<file path="config.mk">
export PLATFORM = sky130hd
export DESIGN_NAME = cfm_fault_mgr
export DESIGN_NICKNAME = d
export VERILOG_FILES = /design/src/design/cfm_pkg.sv /design/src/design/cfm_fault_mgr.sv
export SDC_FILE = /design/constraint.sdc
export NUM_CORES = 1
export LEC_CHECK = 0
export BUFFER_PORTS_ARGS = -buffer_cell sky130_fd_sc_hd__buf_2
export CAP_MARGIN = 5
export CORE_UTILIZATION = 30
export DETAILED_ROUTE_END_ITERATION = 10
export PLACE_DENSITY = 0.5
export SYNTH_ARGS = -nofsm -noshare
export SYNTH_HDL_FRONTEND = slang
export SYNTH_SLANG_ARGS = --single-unit
</file>
<file path="constraint.sdc">
create_clock -name clk_i -period 7.1 [get_ports clk_i]
set_input_delay 0.71 -clock clk_i [delete_from_list [all_inputs] [get_ports clk_i]]
set_output_delay 0.71 -clock clk_i [all_outputs]
set_load 0.01 [all_outputs]
</file>
<file path="src/design/cfm_pkg.sv">
package cfm_pkg;
  localparam int CLK_HZ          = 25000000;
  localparam int UNDERV_TIME_NS  = 480000;
  localparam int UNDERV_CYCLES   = (UNDERV_TIME_NS / 1000) * (CLK_HZ / 1000000);
  localparam int LINE_MASK_CYCLES = 1250;
  localparam int UNPLUG_CYCLES   = 2500;
  localparam int DC_DETECT_CYCLES = 250000;
  localparam int STABLE_CYCLES   = 2500;
  localparam int AR_CYCLES       = 6;
  localparam int CR_CYCLES       = 1;
  localparam int NFLT            = 14;

  // Sticky status bit positions
  localparam int F_SUPPLY_LOW = 0;
  localparam int F_POVP  = 1;
  localparam int F_POCP  = 2;
  localparam int F_SS_TIMEOUT = 3;
  localparam int F_POT   = 4;
  localparam int F_LINE_LOW = 5;
  localparam int F_XCAP  = 6;
  localparam int F_SOCP  = 7;
  localparam int F_SOVP  = 8;
  localparam int F_SUVP  = 9;
  localparam int F_SUVLO = 10;
  localparam int F_SEC_TEMP = 11;
  localparam int F_SWTP  = 12;
  localparam int F_LAST  = 13;

  typedef enum logic [1:0] {
    CFM_RUN,
    CFM_AUTO,
    CFM_COND,
    CFM_BURST
  } cfm_mode_t;

  typedef struct packed {
    logic line_above_brownin;
    logic line_below_brownout;
    logic line_below_min;
    logic line_ac_edge;
    logic current_over_clamp;
    logic current_over_second;
    logic thermistor_low;
    logic supply_above_turnoff;
    logic primary_overvoltage;
    logic softstart_at_end;
  } cfm_pri_t;

  typedef struct packed {
    logic secondary_active;
    logic loadsw_fitted;
    logic sec_overcurrent;
    logic sec_overvoltage;
    logic sec_out_safe;
    logic sec_undervoltage;
    logic sec_lockout;
    logic sec_temp_warn;
    logic sec_temp_trip;
    logic warn_enable;
    logic sec_last_fault;
  } cfm_sec_t;
endpackage : cfm_pkg

</file>
<file path="src/design/cfm_fault_mgr.sv">
`timescale 1ns/1ps
module cfm_fault_mgr #(
  parameter int LINE_MASK = cfm_pkg::LINE_MASK_CYCLES,
  parameter int UNPLUG  = cfm_pkg::UNPLUG_CYCLES,
  parameter int DC_DET  = cfm_pkg::DC_DETECT_CYCLES,
  parameter int STABLE  = cfm_pkg::STABLE_CYCLES,
  parameter int UNDERV_CYC = cfm_pkg::UNDERV_CYCLES
) (
  // Clock and reset
  input  wire logic                     clk_i,
  input  wire logic                     sys_rst_i,
  // Analog comparator levels, then cycle, gate and status-clear controls
  input  wire cfm_pkg::cfm_pri_t        pri_i,
  input  wire cfm_pkg::cfm_sec_t        sec_i,
  input  wire logic                     blank_done_i,
  input  wire logic                     cycle_start_i,
  input  wire logic                     gate_req_i,
  input  wire logic                     status_clr_i,
  // Power stage outputs
  output logic                          switch_en_o,
  output logic                          lowside_gate_drive_o,
  output logic                          burst_o,
  output logic                          xcap_discharge_o,
  output logic                          load_switch_on_o,
  output logic                          hard_reset_o,
  output logic                          warn_temp_o,
  output logic                          power_good_output_o,
  output logic [cfm_pkg::NFLT-1:0]      status_o
);
  import cfm_pkg::*;

  initial
  begin
    if (LINE_MASK < 1 || UNPLUG < 1 || DC_DET < 1 || STABLE < 1 || UNDERV_CYC < 1)
      $error("cfm_fault_mgr: counts must be positive");
  end

  // Comparators are asynchronous to clk
  cfm_pri_t pri_m_q, pri_s_q;
  cfm_sec_t sec_m_q, sec_s_q;
  always_ff @(posedge clk_i)
  begin
    pri_m_q <= pri_i;
    pri_s_q <= pri_m_q;
    sec_m_q <= sec_i;
    sec_s_q <= sec_m_q;
  end

  logic supply_d1_q;
  logic supply_rise;
  assign supply_rise = pri_s_q.supply_above_turnoff & ~supply_d1_q;
  always_ff @(posedge clk_i)
    supply_d1_q <= pri_s_q.supply_above_turnoff;

  // Brown-in / brown-out gating
  logic        line_ok_q;
  logic [31:0] lmask_cnt_q;
  logic        line_low_evt;
  assign line_low_evt = line_ok_q && lmask_cnt_q >= 32'(LINE_MASK);
  always_ff @(posedge clk_i)
  begin
    if (sys_rst_i)
    begin
      line_ok_q   <= 1'b0;
      lmask_cnt_q <= '0;
    end
    else
    begin
      if (!pri_s_q.line_below_brownout)
        lmask_cnt_q <= '0;
      else if (!line_low_evt)
        lmask_cnt_q <= lmask_cnt_q + 32'd1;
      if (pri_s_q.line_above_brownin)
        line_ok_q <= 1'b1;
      else if (line_low_evt)
        line_ok_q <= 1'b0;
    end
  end

  // Unplug detect: no AC edge for a long time, DC included
  logic [31:0] dc_cnt_q;
  logic [31:0] xd_cnt_q;
  logic        unplug;
  logic        xcap_evt;
  assign unplug   = dc_cnt_q >= 32'(DC_DET);
  assign xcap_evt = unplug && xd_cnt_q == 32'(UNPLUG) - 32'd1 && !xcap_discharge_o;
  always_ff @(posedge clk_i)
  begin
    if (sys_rst_i)
    begin
      dc_cnt_q         <= '0;
      xd_cnt_q         <= '0;
      xcap_discharge_o <= 1'b0;
    end
    else
    begin
      if (pri_s_q.line_ac_edge)
        dc_cnt_q <= '0;
      else if (!unplug)
        dc_cnt_q <= dc_cnt_q + 32'd1;
      if (!unplug || xcap_discharge_o)
        xd_cnt_q <= '0;
      else
        xd_cnt_q <= xd_cnt_q + 32'd1;
      if (xcap_evt)
        xcap_discharge_o <= 1'b1;
      else if (pri_s_q.line_below_min || pri_s_q.line_ac_edge)
        xcap_discharge_o <= 1'b0;
    end
  end

  // Second-level overcurrent: idle / warning
  // Trips gather per cycle and clear at its start, so none leaks into the next
  logic warn_q, trip_seen_q, trip_cyc, ocur_evt;
  assign trip_cyc = trip_seen_q | pri_s_q.current_over_second;
  assign ocur_evt = warn_q && cycle_start_i && trip_cyc;
  always_ff @(posedge clk_i)
  begin
    if (sys_rst_i)
    begin
      warn_q      <= 1'b0;
      trip_seen_q <= 1'b0;
    end
    else if (cycle_start_i)
    begin
      trip_seen_q <= 1'b0;
      if (warn_q)
        warn_q <= 1'b0;
      else if (trip_cyc)
        warn_q <= 1'b1;
    end
    else if (pri_s_q.current_over_second)
      trip_seen_q <= 1'b1;
  end

  // Secondary undervoltage persistence
  logic [31:0] underv_cnt_q;
  logic        underv_evt;
  assign underv_evt = underv_cnt_q == 32'(UNDERV_CYC) - 32'd1 && sec_s_q.sec_undervoltage;
  always_ff @(posedge clk_i)
  begin
    if (sys_rst_i || !sec_s_q.sec_undervoltage)
      underv_cnt_q <= '0;
    else if (underv_cnt_q < 32'(UNDERV_CYC))
      underv_cnt_q <= underv_cnt_q + 32'd1;
  end

  // Fault event vector
  logic [NFLT-1:0] evt;
  logic            ss_evt;
  assign ss_evt = pri_s_q.softstart_at_end && !sec_s_q.secondary_active;
  always_comb
  begin
    evt          = '0;
    evt[F_SUPPLY_LOW] = !pri_s_q.supply_above_turnoff;
    evt[F_POVP]  = pri_s_q.primary_overvoltage;
    evt[F_POCP]  = ocur_evt;
    evt[F_SS_TIMEOUT] = ss_evt;
    evt[F_POT]   = pri_s_q.thermistor_low;
    evt[F_LINE_LOW] = line_low_evt;
    evt[F_XCAP]  = xcap_evt;
    evt[F_SOCP]  = sec_s_q.sec_overcurrent;
    evt[F_SOVP]  = sec_s_q.sec_overvoltage;
    evt[F_SUVP]  = underv_evt;
    evt[F_SUVLO] = sec_s_q.sec_lockout;
    evt[F_SEC_TEMP] = sec_s_q.sec_temp_trip;
    evt[F_SWTP]  = sec_s_q.warn_enable && sec_s_q.sec_temp_warn;
    evt[F_LAST]  = sec_s_q.sec_last_fault;
  end

  // Sticky flags; a new event wins over a clear
  always_ff @(posedge clk_i)
  begin
    if (sys_rst_i)
      status_o <= '0;
    else
      status_o <= (status_clr_i ? '0 : status_o) | evt;
  end

  logic auto_evt, cond_evt, cond_hold;
  assign auto_evt  = evt[F_SUPPLY_LOW] | evt[F_POCP] | evt[F_SS_TIMEOUT] | evt[F_SUVP]
                   | evt[F_SUVLO] | evt[F_SEC_TEMP];
  assign cond_evt  = evt[F_POT] | line_low_evt | xcap_evt;
  assign cond_hold = pri_s_q.thermistor_low | !line_ok_q | unplug;

  // Restart supervision
  cfm_mode_t mode_q;
  logic [2:0] rcnt_q;
  always_ff @(posedge clk_i)
  begin
    if (sys_rst_i)
    begin
      mode_q <= CFM_RUN;
      rcnt_q <= '0;
    end
    else
    begin
      case (mode_q)
        CFM_RUN:
        begin
          rcnt_q <= '0;
          if (cond_evt)
            mode_q <= CFM_COND;
          else if (auto_evt)
            mode_q <= CFM_AUTO;
          else if (evt[F_POVP] || evt[F_SOVP])
            mode_q <= CFM_BURST;
        end
        CFM_BURST:
        begin
          if (cond_evt)
            mode_q <= CFM_COND;
          else if (auto_evt)
            mode_q <= CFM_AUTO;
          else if (!pri_s_q.primary_overvoltage && !sec_s_q.sec_overvoltage
                   && sec_s_q.sec_out_safe)
            mode_q <= CFM_RUN;
        end
        CFM_AUTO:
        begin
          if (cond_evt)
          begin
            mode_q <= CFM_COND;
            rcnt_q <= '0;
          end
          else if (supply_rise)
          begin
            if (rcnt_q == 3'(AR_CYCLES - 1))
              mode_q <= CFM_RUN;
            rcnt_q <= rcnt_q + 3'd1;
          end
        end
        default:
        begin
          if (cond_hold)
            rcnt_q <= '0;
          else if (supply_rise)
            mode_q <= CFM_RUN;
        end
      endcase
    end
  end

  // Switching enable and gate drive
  logic run_ok;
  assign run_ok = mode_q == CFM_RUN && line_ok_q && !cond_evt && !auto_evt
               && !xcap_discharge_o;
  always_ff @(posedge clk_i)
  begin
    if (sys_rst_i)
    begin
      switch_en_o          <= 1'b0;
      burst_o              <= 1'b0;
      lowside_gate_drive_o <= 1'b0;
    end
    else
    begin
      switch_en_o <= run_ok;
      burst_o     <= mode_q == CFM_BURST;
      if (!run_ok || !gate_req_i)
        lowside_gate_drive_o <= 1'b0;
      else if (blank_done_i && pri_s_q.current_over_clamp)
        lowside_gate_drive_o <= 1'b0;
      else if (cycle_start_i)
        lowside_gate_drive_o <= 1'b1;
    end
  end

  // Load switch, hard reset, warning
  always_ff @(posedge clk_i)
  begin
    if (sys_rst_i)
    begin
      load_switch_on_o <= 1'b0;
      hard_reset_o     <= 1'b0;
      warn_temp_o      <= 1'b0;
    end
    else
    begin
      hard_reset_o <= evt[F_LAST];
      warn_temp_o  <= evt[F_SWTP];
      if ((evt[F_SOCP] && sec_s_q.loadsw_fitted) || evt[F_LAST])
        load_switch_on_o <= 1'b0;
      else
        load_switch_on_o <= power_good_output_o;
    end
  end

  // Power good after soft-start and stable run
  logic [31:0] pg_cnt_q;
  always_ff @(posedge clk_i)
  begin
    if (sys_rst_i || !run_ok || !sec_s_q.secondary_active)
    begin
      pg_cnt_q            <= '0;
      power_good_output_o <= 1'b0;
    end
    else if (pg_cnt_q < 32'(STABLE))
      pg_cnt_q <= pg_cnt_q + 32'd1;
    else
      power_good_output_o <= 1'b1;
  end
endmodule : cfm_fault_mgr

</file>
==> results of run 1 <==
stage by stage:
stage	setup WS [ps]	hold WS [ps]
after floorplan	4845	309.6
after detailed placement	4301	312.1
after global routing	3950	242.1
after global placement	4379	310.6
final	4297	267.1
after CTS	4269	245.4
final timing paths:
| check | slack (ps) | depth (start not counted) | to | start |
|---|---|---|---|---|
| min reg2reg | 320 | 0 | sec_s_q[3] | sec_m_q[3] |
| min | 270 | 1 | pri_m_q[1] | pri_i[1] |
| max reg2reg | 4300 | 6 | pg_cnt_q[16] | dc_cnt_q[8] |
| max | 4300 | 6 | pg_cnt_q[16] | dc_cnt_q[8] |
registers in the layout (all words and copies together), names as in the netlist, 7 cells and up:
register,flops
dc_cnt_q,32
xd_cnt_q,32
evt,7
sec_m_q,11
pg_cnt_q,32
pri_s_q,8
pri_m_q,10
status_o,14
underv_cnt_q,32
lmask_cnt_q,32
routing by layer:
layer  part of all wire  routed length, microns  up-vias
met5                  0                       0        -
met4              0.029                     509        0
li1                   -                       -     3380
met1               0.51                    8938     2980
met2               0.43                    7576       76
met3              0.032                     566       35
cell type report:
class / count / area, sq um / share of cell area
clock inverters: 14 / 140.1 / 0.01350
flip-flops and latches: 233 / 4664 / 0.4494
clock buffers: 36 / 759.5 / 0.07318
repair buffers: 55 / 292.8 / 0.02821
multi-input cells: 648 / 3970 / 0.3825
well taps: 384 / 480.5 / 0.04629
inverters: 19 / 71.32 / 0.006872
layout by cell type (no fill, tap or decap), types with 11 or more instances in the layout:
master / n
dfxtp_1: 233
nor2_1: 136
and2_1: 55
xor2_1: 54
buf_2: 48
nand2_1: 47
nand3_1: 47
nand4_1: 39
nor4_1: 32
a21oi_1: 29
and3_1: 28
clkbuf_16: 27
xnor2_1: 25
nor3_1: 20
inv_1: 19
o21ai_0: 15
or3_1: 11
and4_1: 11
cell families after synthesis:
| group | count (synthesis) | synth area share |
|---|---|---|
| simple gates | 470 | 0.2846 |
| flops | 233 | 0.5284 |
| compound gates | 84 | 0.06336 |
| xor+xnor | 79 | 0.07838 |
| buf+inv | 58 | 0.02566 |
| fa+ha+maj | 9 | 0.01276 |
| mux | 6 | 0.006804 |
power by group through the flow:
stage / registers [W] / clock network [W] / logic [W]
3_3_place_gp: 0.00137 / 0 / 0.0000538
4_1_cts: 0.00134 / 0.00141 / 0.0000535
2_1_floorplan: 0.00137 / 0 / 0.0000299
5_1_grt: 0.00134 / 0.00147 / 0.0000596
3_5_place_dp: 0.00137 / 0 / 0.0000534
6_report: 0.00134 / 0.00137 / 0.0000522
==> flow_metrics.env, run 1 <==
export IMPL_status="complete, no violations"
export IMPL_yosys_top_cells_count="233 x dfxtp_1, 136 x nor2_1, 55 x and2_1, 54 x xor2_1"
export IMPL_crit_top_cell="nor3_1"
export IMPL_finalMaxSlewViolations=0
export IMPL_syn_instance_count=939
export IMPL_clk_path_buf_depth=3
export IMPL_htreeDepth=1
export IMPL_cts_root_buf="clkbuf_16"
export IMPL_cts_setup_buffers=0
export IMPL_use_met3=0.02193
export IMPL_cts_resized=0
export IMPL_worstPathCellList="nor3_1, nand2_1, nor3_1, o31ai_1, and4_1, and2_1"
export IMPL_start_util=0.3059
export IMPL_tns_ps=0
export IMPL_worst_pin_slew_ps=991.8
export IMPL_synth_edf_count=0
export IMPL_final_area_sq_um=10380
export IMPL_wl_per_cell_microns=12.66
export IMPL_hold_path_class="in -> reg"
export IMPL_crit_required_ps=7510
export IMPL_port_buffers=48
export IMPL_nets=1020
export IMPL_area_delta_synth_final_pct=17.58
export IMPL_cts_buffers=27
export IMPL_worstSetupStartpointType="flip-flop"
export IMPL_p_leak_nw=3.924
export IMPL_powerDensity_nw_per_um2=265.9
export IMPL_yosysMostFrequentCell="dfxtp_1"
export IMPL_cts_sinks=233
export IMPL_antenna_found_initial=0
export IMPL_top_usage_layer="met2"
export IMPL_slew_headroom=0.3337
export IMPL_place_hpwl_mm=11.79
export IMPL_num_rows=62
export IMPL_final_setup_skew_ps=20.60
export IMPL_irDropWorstVdd_mv=0.1746
export IMPL_async_flop_share=0
export IMPL_cap_violations=0
export IMPL_die_x_microns=173.5
export IMPL_nFillCells=2940
export IMPL_seqPwrFrac=0.486
export IMPL_p_int_w=0.002176
export IMPL_io_pins=49
export IMPL_syn_nets=975
export IMPL_switching_share=0.2115
export IMPL_grt_overflow=0
export IMPL_drive_above_1_share=0.1184
export IMPL_synth_warnings=0
export IMPL_drt_wl_total_mm=17.59
export IMPL_die_y_microns=173.5
export IMPL_vias=6471
export IMPL_rsz0062_at_grt="false"
export IMPL_cp_arrival_ps=3220
export IMPL_grt_first_pass_wirelength_mm=30.17
export IMPL_place_area_sq_um=9479
export IMPL_netlist_area_sq_um=8827
export IMPL_yosysSeqAreaShare=0.5284
export IMPL_drt_vias_per_instance=4.659
export IMPL_max_freq_ghz=0.3568
export IMPL_stdcell_count=1389
export IMPL_placed_cells_incl_taps=1339
export IMPL_core_area_sq_um=28860
export IMPL_p_comb_frac=0.019
export IMPL_power_w=0.002760
export IMPL_finalCritPeriodShare=0.3948
export IMPL_yosys_area_top_type="dfxtp_1"
export IMPL_power_switching_w=0.0005838
export IMPL_postRouteAntennaNets=0
export IMPL_crit_type="reg -> reg"
export IMPL_ctsHoldBuffers=0
export IMPL_first_iter_violations=325
export IMPL_path_max_fanout=20
export IMPL_synth_flop_cell="dfxtp_1"
export IMPL_grt_max_degree=40
export IMPL_critPathMaxStageDelay_ps=830
export IMPL_firstDrtPassIters=4
export IMPL_fin_crit_ps=2803
export IMPL_finalSetupViolations=0
export IMPL_antenna_cells=0
export IMPL_crit_family="simple AND/OR/NAND/NOR gates"
export IMPL_dieArea_sq_um=30110
export IMPL_critPathBufInv=0
export IMPL_gr_usage_met1=0.1648
export IMPL_endpoint_kind="flip-flop"
export IMPL_first_global_vias=6074
export IMPL_clkTransAtPathRegs_ps=60
export IMPL_finish_utilization=0.3597
export IMPL_cts_tree="done"
export IMPL_synth_seq_cells=233
export IMPL_hold_violations=0
export IMPL_synth_top_cell_area_share=0.5284
export IMPL_insertion_delay_ps=540
export IMPL_postSynthAreaPerCell_sq_um=9.401
export IMPL_synth_area_leaders="dfxtp_1 53%, nor2_1 5.8%, xor2_1 5.4%"
export IMPL_slowest_stage="nor3_1"
export IMPL_grt_use_total=0.1183
export IMPL_gp_congestion=0.7661
export IMPL_yosysUniqueCellTypes=57
export IMPL_use_met2=0.1822
export IMPL_route_detailed_drc=0
export IMPL_pwr_share_clk=0.495
Power figures use the tool's default switching activity.
==> inputs of run 2 (changes only) <==
ABC_AREA = 1   (was default)
PLACE_DENSITY = 0.51   (was 0.5)
clock period = 2.4 ns   (was 7.1 ns; I/O delays follow)
==> run 2 against run 1 <==
Area after synthesis up 7.7%. Largest cell class unchanged. First-iteration DRC count down 4.3%. Global-route usage up 0.89 points. Combinational power rose to 5.6 times the previous value. Final area up 9.8%. Fmax up 31%.
==> flow_metrics.env, run 2 <==
export IMPL_grt_first_pass_wirelength_mm=34.64
export IMPL_yosys_top_cells_count="233 x dfxtp_1, 200 x nor2_1, 197 x nand2_1, 181 x inv_1, 81 x a21oi_1"
export IMPL_synth_seq_cells=233
export IMPL_clk_path_buf_depth=3
export IMPL_seq_area_sq_um=4664
export IMPL_slowest_stage="dlygate4sd3_1"
export IMPL_nFillCells=3237
export IMPL_antenna_cells=0
export IMPL_die_x_microns=180.0
export IMPL_hold_violations=0
export IMPL_grt_use_total=0.1273
export IMPL_status="complete, no violations"
export IMPL_final_common_cell="dfxtp_1"
export IMPL_die_y_microns=180.0
export IMPL_r2r_end="lowside_gate_drive_o"
export IMPL_path_max_fanout=7
export IMPL_drt_vias_per_instance=4.366
export IMPL_crit_type="reg -> reg"
export IMPL_endpoint_kind="flip-flop"
export IMPL_synth_flop_cell="dfxtp_1"
export IMPL_slew_headroom=0.5054
export IMPL_p_leak_nw=4.285
export IMPL_yosysSeqAreaShare=0.4906
export IMPL_yosysUniqueCellTypes=47
export IMPL_r2r_start="xd_cnt_q[0]"
export IMPL_highest_layer="met5"
export IMPL_worstPathCellList="ha_1, inv_1, nor2_1, nand4_1, nor2_1, nand3_2, nand3_2, a211oi_2, dlygate4sd3_1"
export IMPL_placed_cells_incl_taps=1676
export IMPL_dieArea_sq_um=32410
export IMPL_r2r_cells=9
export IMPL_worst_pin_slew_ps=741.1
export IMPL_wl_met3_microns=829
export IMPL_yosysMostFrequentCell="dfxtp_1"
export IMPL_fin_crit_ps=2143
export IMPL_start_util=0.3076
export IMPL_min_delay_start="sys_rst_i"
export IMPL_syn_instance_count=1236
export IMPL_reg2reg_slack_ps=260
export IMPL_synth_area_leaders="dfxtp_1 49%, nor2_1 7.9%, nand2_1 7.8%"
export IMPL_route_detailed_drc=0
export IMPL_htreeDepth=1
export IMPL_synth_top_cell_area_share=0.4906
export IMPL_clkTransAtPathRegs_ps=60
export IMPL_cts_tree="done"
export IMPL_cts_root_buf="clkbuf_16"
export IMPL_gp_congestion=0.8088
export IMPL_first_iter_violations=311
export IMPL_vias=7627
export IMPL_num_rows=64
export IMPL_rsz0062_at_grt="false"
export IMPL_cts_buffers=26
export IMPL_powerDensity_nw_per_um2=727.6
export IMPL_antenna_found_initial=1
export IMPL_finalCritPeriodShare=0.8929
export IMPL_cts_sinks=233
export IMPL_netlist_area_sq_um=9508
export IMPL_postRouteAntennaNets=0
export IMPL_insertion_delay_ps=540
export IMPL_synth_warnings=0
export IMPL_area_delta_synth_final_pct=19.87
export IMPL_grt_max_degree=34
export IMPL_crit_required_ps=2820
export IMPL_hold_path_class="in -> reg"
export IMPL_finalMaxSlewViolations=0
export IMPL_cp_arrival_ps=2560
export IMPL_drt_wl_total_mm=20.15
export IMPL_nets=1369
export IMPL_io_pins=49
export IMPL_min_to="rcnt_q[2]"
export IMPL_postSynthAreaPerCell_sq_um=7.692
export IMPL_max_freq_ghz=0.4667
export IMPL_place_hpwl_mm=14.45
export IMPL_tns_ps=0
export IMPL_layout_common_cells="233 x dfxtp_1, 200 x nor2_1, 197 x nand2_1"
export IMPL_port_buffers=48
export IMPL_wl_per_cell_microns=11.53
export IMPL_final_setup_skew_ps=23.82
export IMPL_multi_input_area_sq_um=4021
export IMPL_cap_violations=0
export IMPL_worstSetupStartpointType="flip-flop"
export IMPL_irDropWorstVdd_mv=0.4757
export IMPL_firstDrtPassIters=4
export IMPL_core_area_sq_um=30910
export IMPL_wl_met1_mm=10.03
export IMPL_power_w=0.008293
export IMPL_finalSetupViolations=0
export IMPL_first_global_vias=7374
export IMPL_stdcell_count=1747
export IMPL_min_path_cells=4
export IMPL_synth_edf_count=0
export IMPL_async_flop_share=0
export IMPL_yosys_area_top_type="dfxtp_1"
export IMPL_syn_nets=1272
export IMPL_grt_overflow=0
export IMPL_wl_met2_mm=8.904
export IMPL_critPathMaxStageDelay_ps=560
export IMPL_drive_above_1_share=0.1355
==> run 2: layer usage <==
layer | GRT usage | vias up
met2 | 0.2111 | 83
met3 | 0.02264 | 29
met4 | 0.03658 | 2
li1 | - | 4120
met1 | 0.1689 | 3393
met5 | 0 | -
==> run 2: layout make-up <==
cell class                 count  area share
clock buffer                  39     0.06587
clock inverter                 7     0.01021
inverter                     194     0.06389
multi-input combinational    789      0.3528
sequential                   233      0.4093
tap                          396     0.04347
timing repair buffer          89     0.05445
==> run 2: timing repair <==
item,in CTS,in global routing
setup endpoints to repair,0,2
endpoints found under the hold margin,23,0
buffers inserted,0,1
gates resized for setup,0,3
hold buffers,24,0
==> run 2: kinds of logic after synthesis <==
group / after synthesis / synth area share
flops: 233 / 0.4906
compound gates: 150 / 0.08896
fa+ha+maj: 9 / 0.01184
xor+xnor: 25 / 0.02303
simple gates: 605 / 0.2975
buf+inv: 214 / 0.08804
==> run 2: stage by stage <==
stage               utilization  hold WS, ps  instance area, sq um  setup slack, ps
finish                   0.3687        145.7                 11400            257.1
global route             0.3687        170.2                 11400            42.01
CTS                      0.3680        140.7                 11370            94.77
detailed placement       0.3322        312.1                 10270            192.9
global placement         0.3322        311.6                 10270            276.2
floorplan                     -        267.7                  9508            609.7
==> run 2: power breakdown <==
part | switching [W] | internal [W] | total, W | leakage (nW)
Sequential | 0.0000460 | 0.00394 | 0.00399 | 1.90
Clock | 0.00154 | 0.00247 | 0.00401 | 0.419
Combinational | 0.000171 | 0.000119 | 0.000291 | 1.97
Total | 0.00176 | 0.00654 | 0.00829 | 4.28
==> run 2: worst max path at each step <==
stage	startpoint	to	slack (ps)	depth (start not counted)
detailed placement	lmask_cnt_q[0]	pg_cnt_q[2]	190	11
global route	underv_cnt_q[0]	lowside_gate_drive_o	40	11
global placement	lmask_cnt_q[0]	pg_cnt_q[2]	280	11
floorplan	lmask_cnt_q[0]	rcnt_q[0]	610	14
finish	xd_cnt_q[0]	lowside_gate_drive_o	260	9
CTS	lmask_cnt_q[0]	lowside_gate_drive_o	90	10
==> run 2: critical path: cells and delay by family (launching register included) <==
| kind | cells | cell delay (ps) |
|---|---|---|
| flops | 1 | 370 |
| fa+ha+maj | 1 | 210 |
| compound gates | 1 | 50 |
| buf+inv | 2 | 620 |
| simple gates | 5 | 790 |
==> inputs of run 3 (changes only) <==
ABC_AREA = 0   (was 1)
PLACE_DENSITY = 0.52   (was 0.51)
==> run 3 against run 2 <==
Register-to-register slack worse by 120 ps. First-iteration DRC count increased by 8.7%. Sequential power about the same. Worst setup slack worse by 120 ps. Critical path type unchanged. Largest cell class unchanged. Largest power group unchanged. Highest routed layer is now met4.
==> flow_metrics.env, run 3 (synthesis gave the netlist of run 1 again) <==
export IMPL_nFillCells=2909
export IMPL_fin_crit_ps=2261
export IMPL_irDropWorstVdd_mv=0.5236
export IMPL_die_y_microns=173.5
export IMPL_max_freq_ghz=0.4423
export IMPL_first_global_vias=6364
export IMPL_antenna_cells=0
export IMPL_place_ws_ps=51.41
export IMPL_grt_first_pass_wirelength_mm=30.39
export IMPL_endpoint_kind="flip-flop"
export IMPL_core_area_sq_um=28860
export IMPL_cp_arrival_ps=2700
export IMPL_cts_root_buf="clkbuf_16"
export IMPL_insertion_delay_ps=530
export IMPL_drt_vias_per_instance=4.586
export IMPL_hold_violations=0
export IMPL_die_x_microns=173.5
export IMPL_worstPathCellList="inv_1, ha_1, nor4b_2, nand4b_1, a311oi_4, or4_4, or3_2, a21oi_1"
export IMPL_p_leak_nw=4.227
export IMPL_nets=1080
export IMPL_grt_max_degree=33
export IMPL_path_max_fanout=11
export IMPL_vias=6641
export IMPL_area_delta_synth_final_pct=24.61
export IMPL_num_rows=62
export IMPL_worst_pin_slew_ps=524.2
export IMPL_drive_above_1_share=0.1504
export IMPL_grt_overflow=0
export IMPL_first_iter_violations=338
export IMPL_antenna_found_initial=0
export IMPL_cts_sinks=233
export IMPL_worstSetupStartpointType="flip-flop"
export IMPL_slew_headroom=0.6505
export IMPL_start_util=0.3059
export IMPL_rsz0062_at_grt="false"
export IMPL_layout_common_cells="232 x dfxtp_1, 136 x nor2_1, 55 x and2_1"
export IMPL_htreeDepth=1
export IMPL_finalCritPeriodShare=0.9421
export IMPL_final_setup_skew_ps=23.00
export IMPL_critPathMaxStageDelay_ps=620
export IMPL_tns_ps=0
export IMPL_wl_per_cell_microns=12.30
export IMPL_slowest_stage="or4_4"
export IMPL_final_common_cell="dfxtp_1"
export IMPL_finalWorstSetupSlack_ps=138.9
export IMPL_port_buffers=48
export IMPL_route_detailed_drc=0
export IMPL_io_pins=49
export IMPL_finalSetupViolations=0
export IMPL_cts_buffers=26
export IMPL_clk_path_buf_depth=3
export IMPL_drt_wl_total_mm=17.81
export IMPL_finalMaxSlewViolations=0
export IMPL_crit_family="simple AND/OR/NAND/NOR gates"
export IMPL_crit_type="reg -> reg"
export IMPL_grt_use_total=0.1188
export IMPL_power_w=0.008549
export IMPL_cts_tree="done"
export IMPL_critPathBufInv=1
export IMPL_powerDensity_nw_per_um2=777.3
export IMPL_crit_required_ps=2840
export IMPL_firstDrtPassIters=4
export IMPL_status="complete, no violations"
export IMPL_dieArea_sq_um=30110
export IMPL_gp_congestion=0.7753
export IMPL_cap_violations=0
export IMPL_hold_path_class="in -> reg"
export IMPL_place_hpwl_mm=12.22
export IMPL_clkTransAtPathRegs_ps=60
export IMPL_postRouteAntennaNets=0
## run 3: cell count changes in the layout (fill, tap and decap cells not counted), moves of 15 or more
cell,change
nor4_1,+19
nand4_1,+15
xnor2_1,+19
xor2_1,+35
nor3_1,-35
inv_1,-162
and2_1,+55
a21oi_1,-52
buf_4,+28
nor2_1,-64
and3_1,+26
o21ai_0,-19
nand2_1,-150
## run 3: power breakdown
group	switching (W)	internal, W
clock network	0.00160	0.00279
logic	0.000103	0.0000915
registers	0.0000333	0.00393
total	0.00174	0.00681
## run 3: routing by layer
metal | track usage | up-vias | part of all wire
li1 | - | 3502 | -
met4 | 0.03982 | 0 | 0.027
met2 | 0.1918 | 89 | 0.44
met1 | 0.1588 | 3014 | 0.50
met5 | 0 | - | 0
met3 | 0.02237 | 36 | 0.033
## run 3: final timing paths
check / from / slack (ps) / cells past startpoint / endpoint
worst min-delay path: blank_done_i / 60 / 3 / lowside_gate_drive_o
worst max register to register: dc_cnt_q[0] / 140 / 8 / dc_cnt_q[7]
worst min register to register: sec_m_q[3] / 320 / 0 / sec_s_q[3]
worst max-delay path: dc_cnt_q[0] / 140 / 8 / dc_cnt_q[7]
## run 3: through the flow
stage	cell area, sq um	utilization	hold WS, ps	cells
final	11000	0.3812	61.43	1448
after global routing	11000	0.3812	57.71	1448
after CTS	10980	0.3804	40.54	1448
after global placement	9777	0.3388	310.5	1377
after detailed placement	9777	0.3388	312.1	1377
after floorplan	8827	-	267.7	939
## run 3: final cells by class
| class | instances | area, sq um | share of cell area |
|---|---|---|---|
| Clock buffer | 30 | 675.6 | 0.06143 |
| Timing Repair Buffer | 116 | 820.8 | 0.07462 |
| Clock inverter | 18 | 295.3 | 0.02685 |
| Tap cell | 384 | 480.5 | 0.04368 |
| Multi-Input combinational cell | 648 | 3990 | 0.3628 |
| Sequential cell | 233 | 4666 | 0.4242 |
| Inverter | 19 | 71.32 | 0.006484 |
## run 3: repair_timing
item | in CTS | in global routing
buffers inserted | 0 | 0
endpoints found under the hold margin | 23 | 0
hold buffers | 23 | 0
setup endpoints to repair | 0 | 16
resized for setup | 0 | 4
## run 3: worst reg2reg max path, stage by stage, from the launching register on
cell	delay [ps]
dfxtp_2	340
inv_1	60
ha_1	180
nor4b_2	150
nand4b_1	130
a311oi_4	120
or4_4	620
or3_2	430
a21oi_1	140
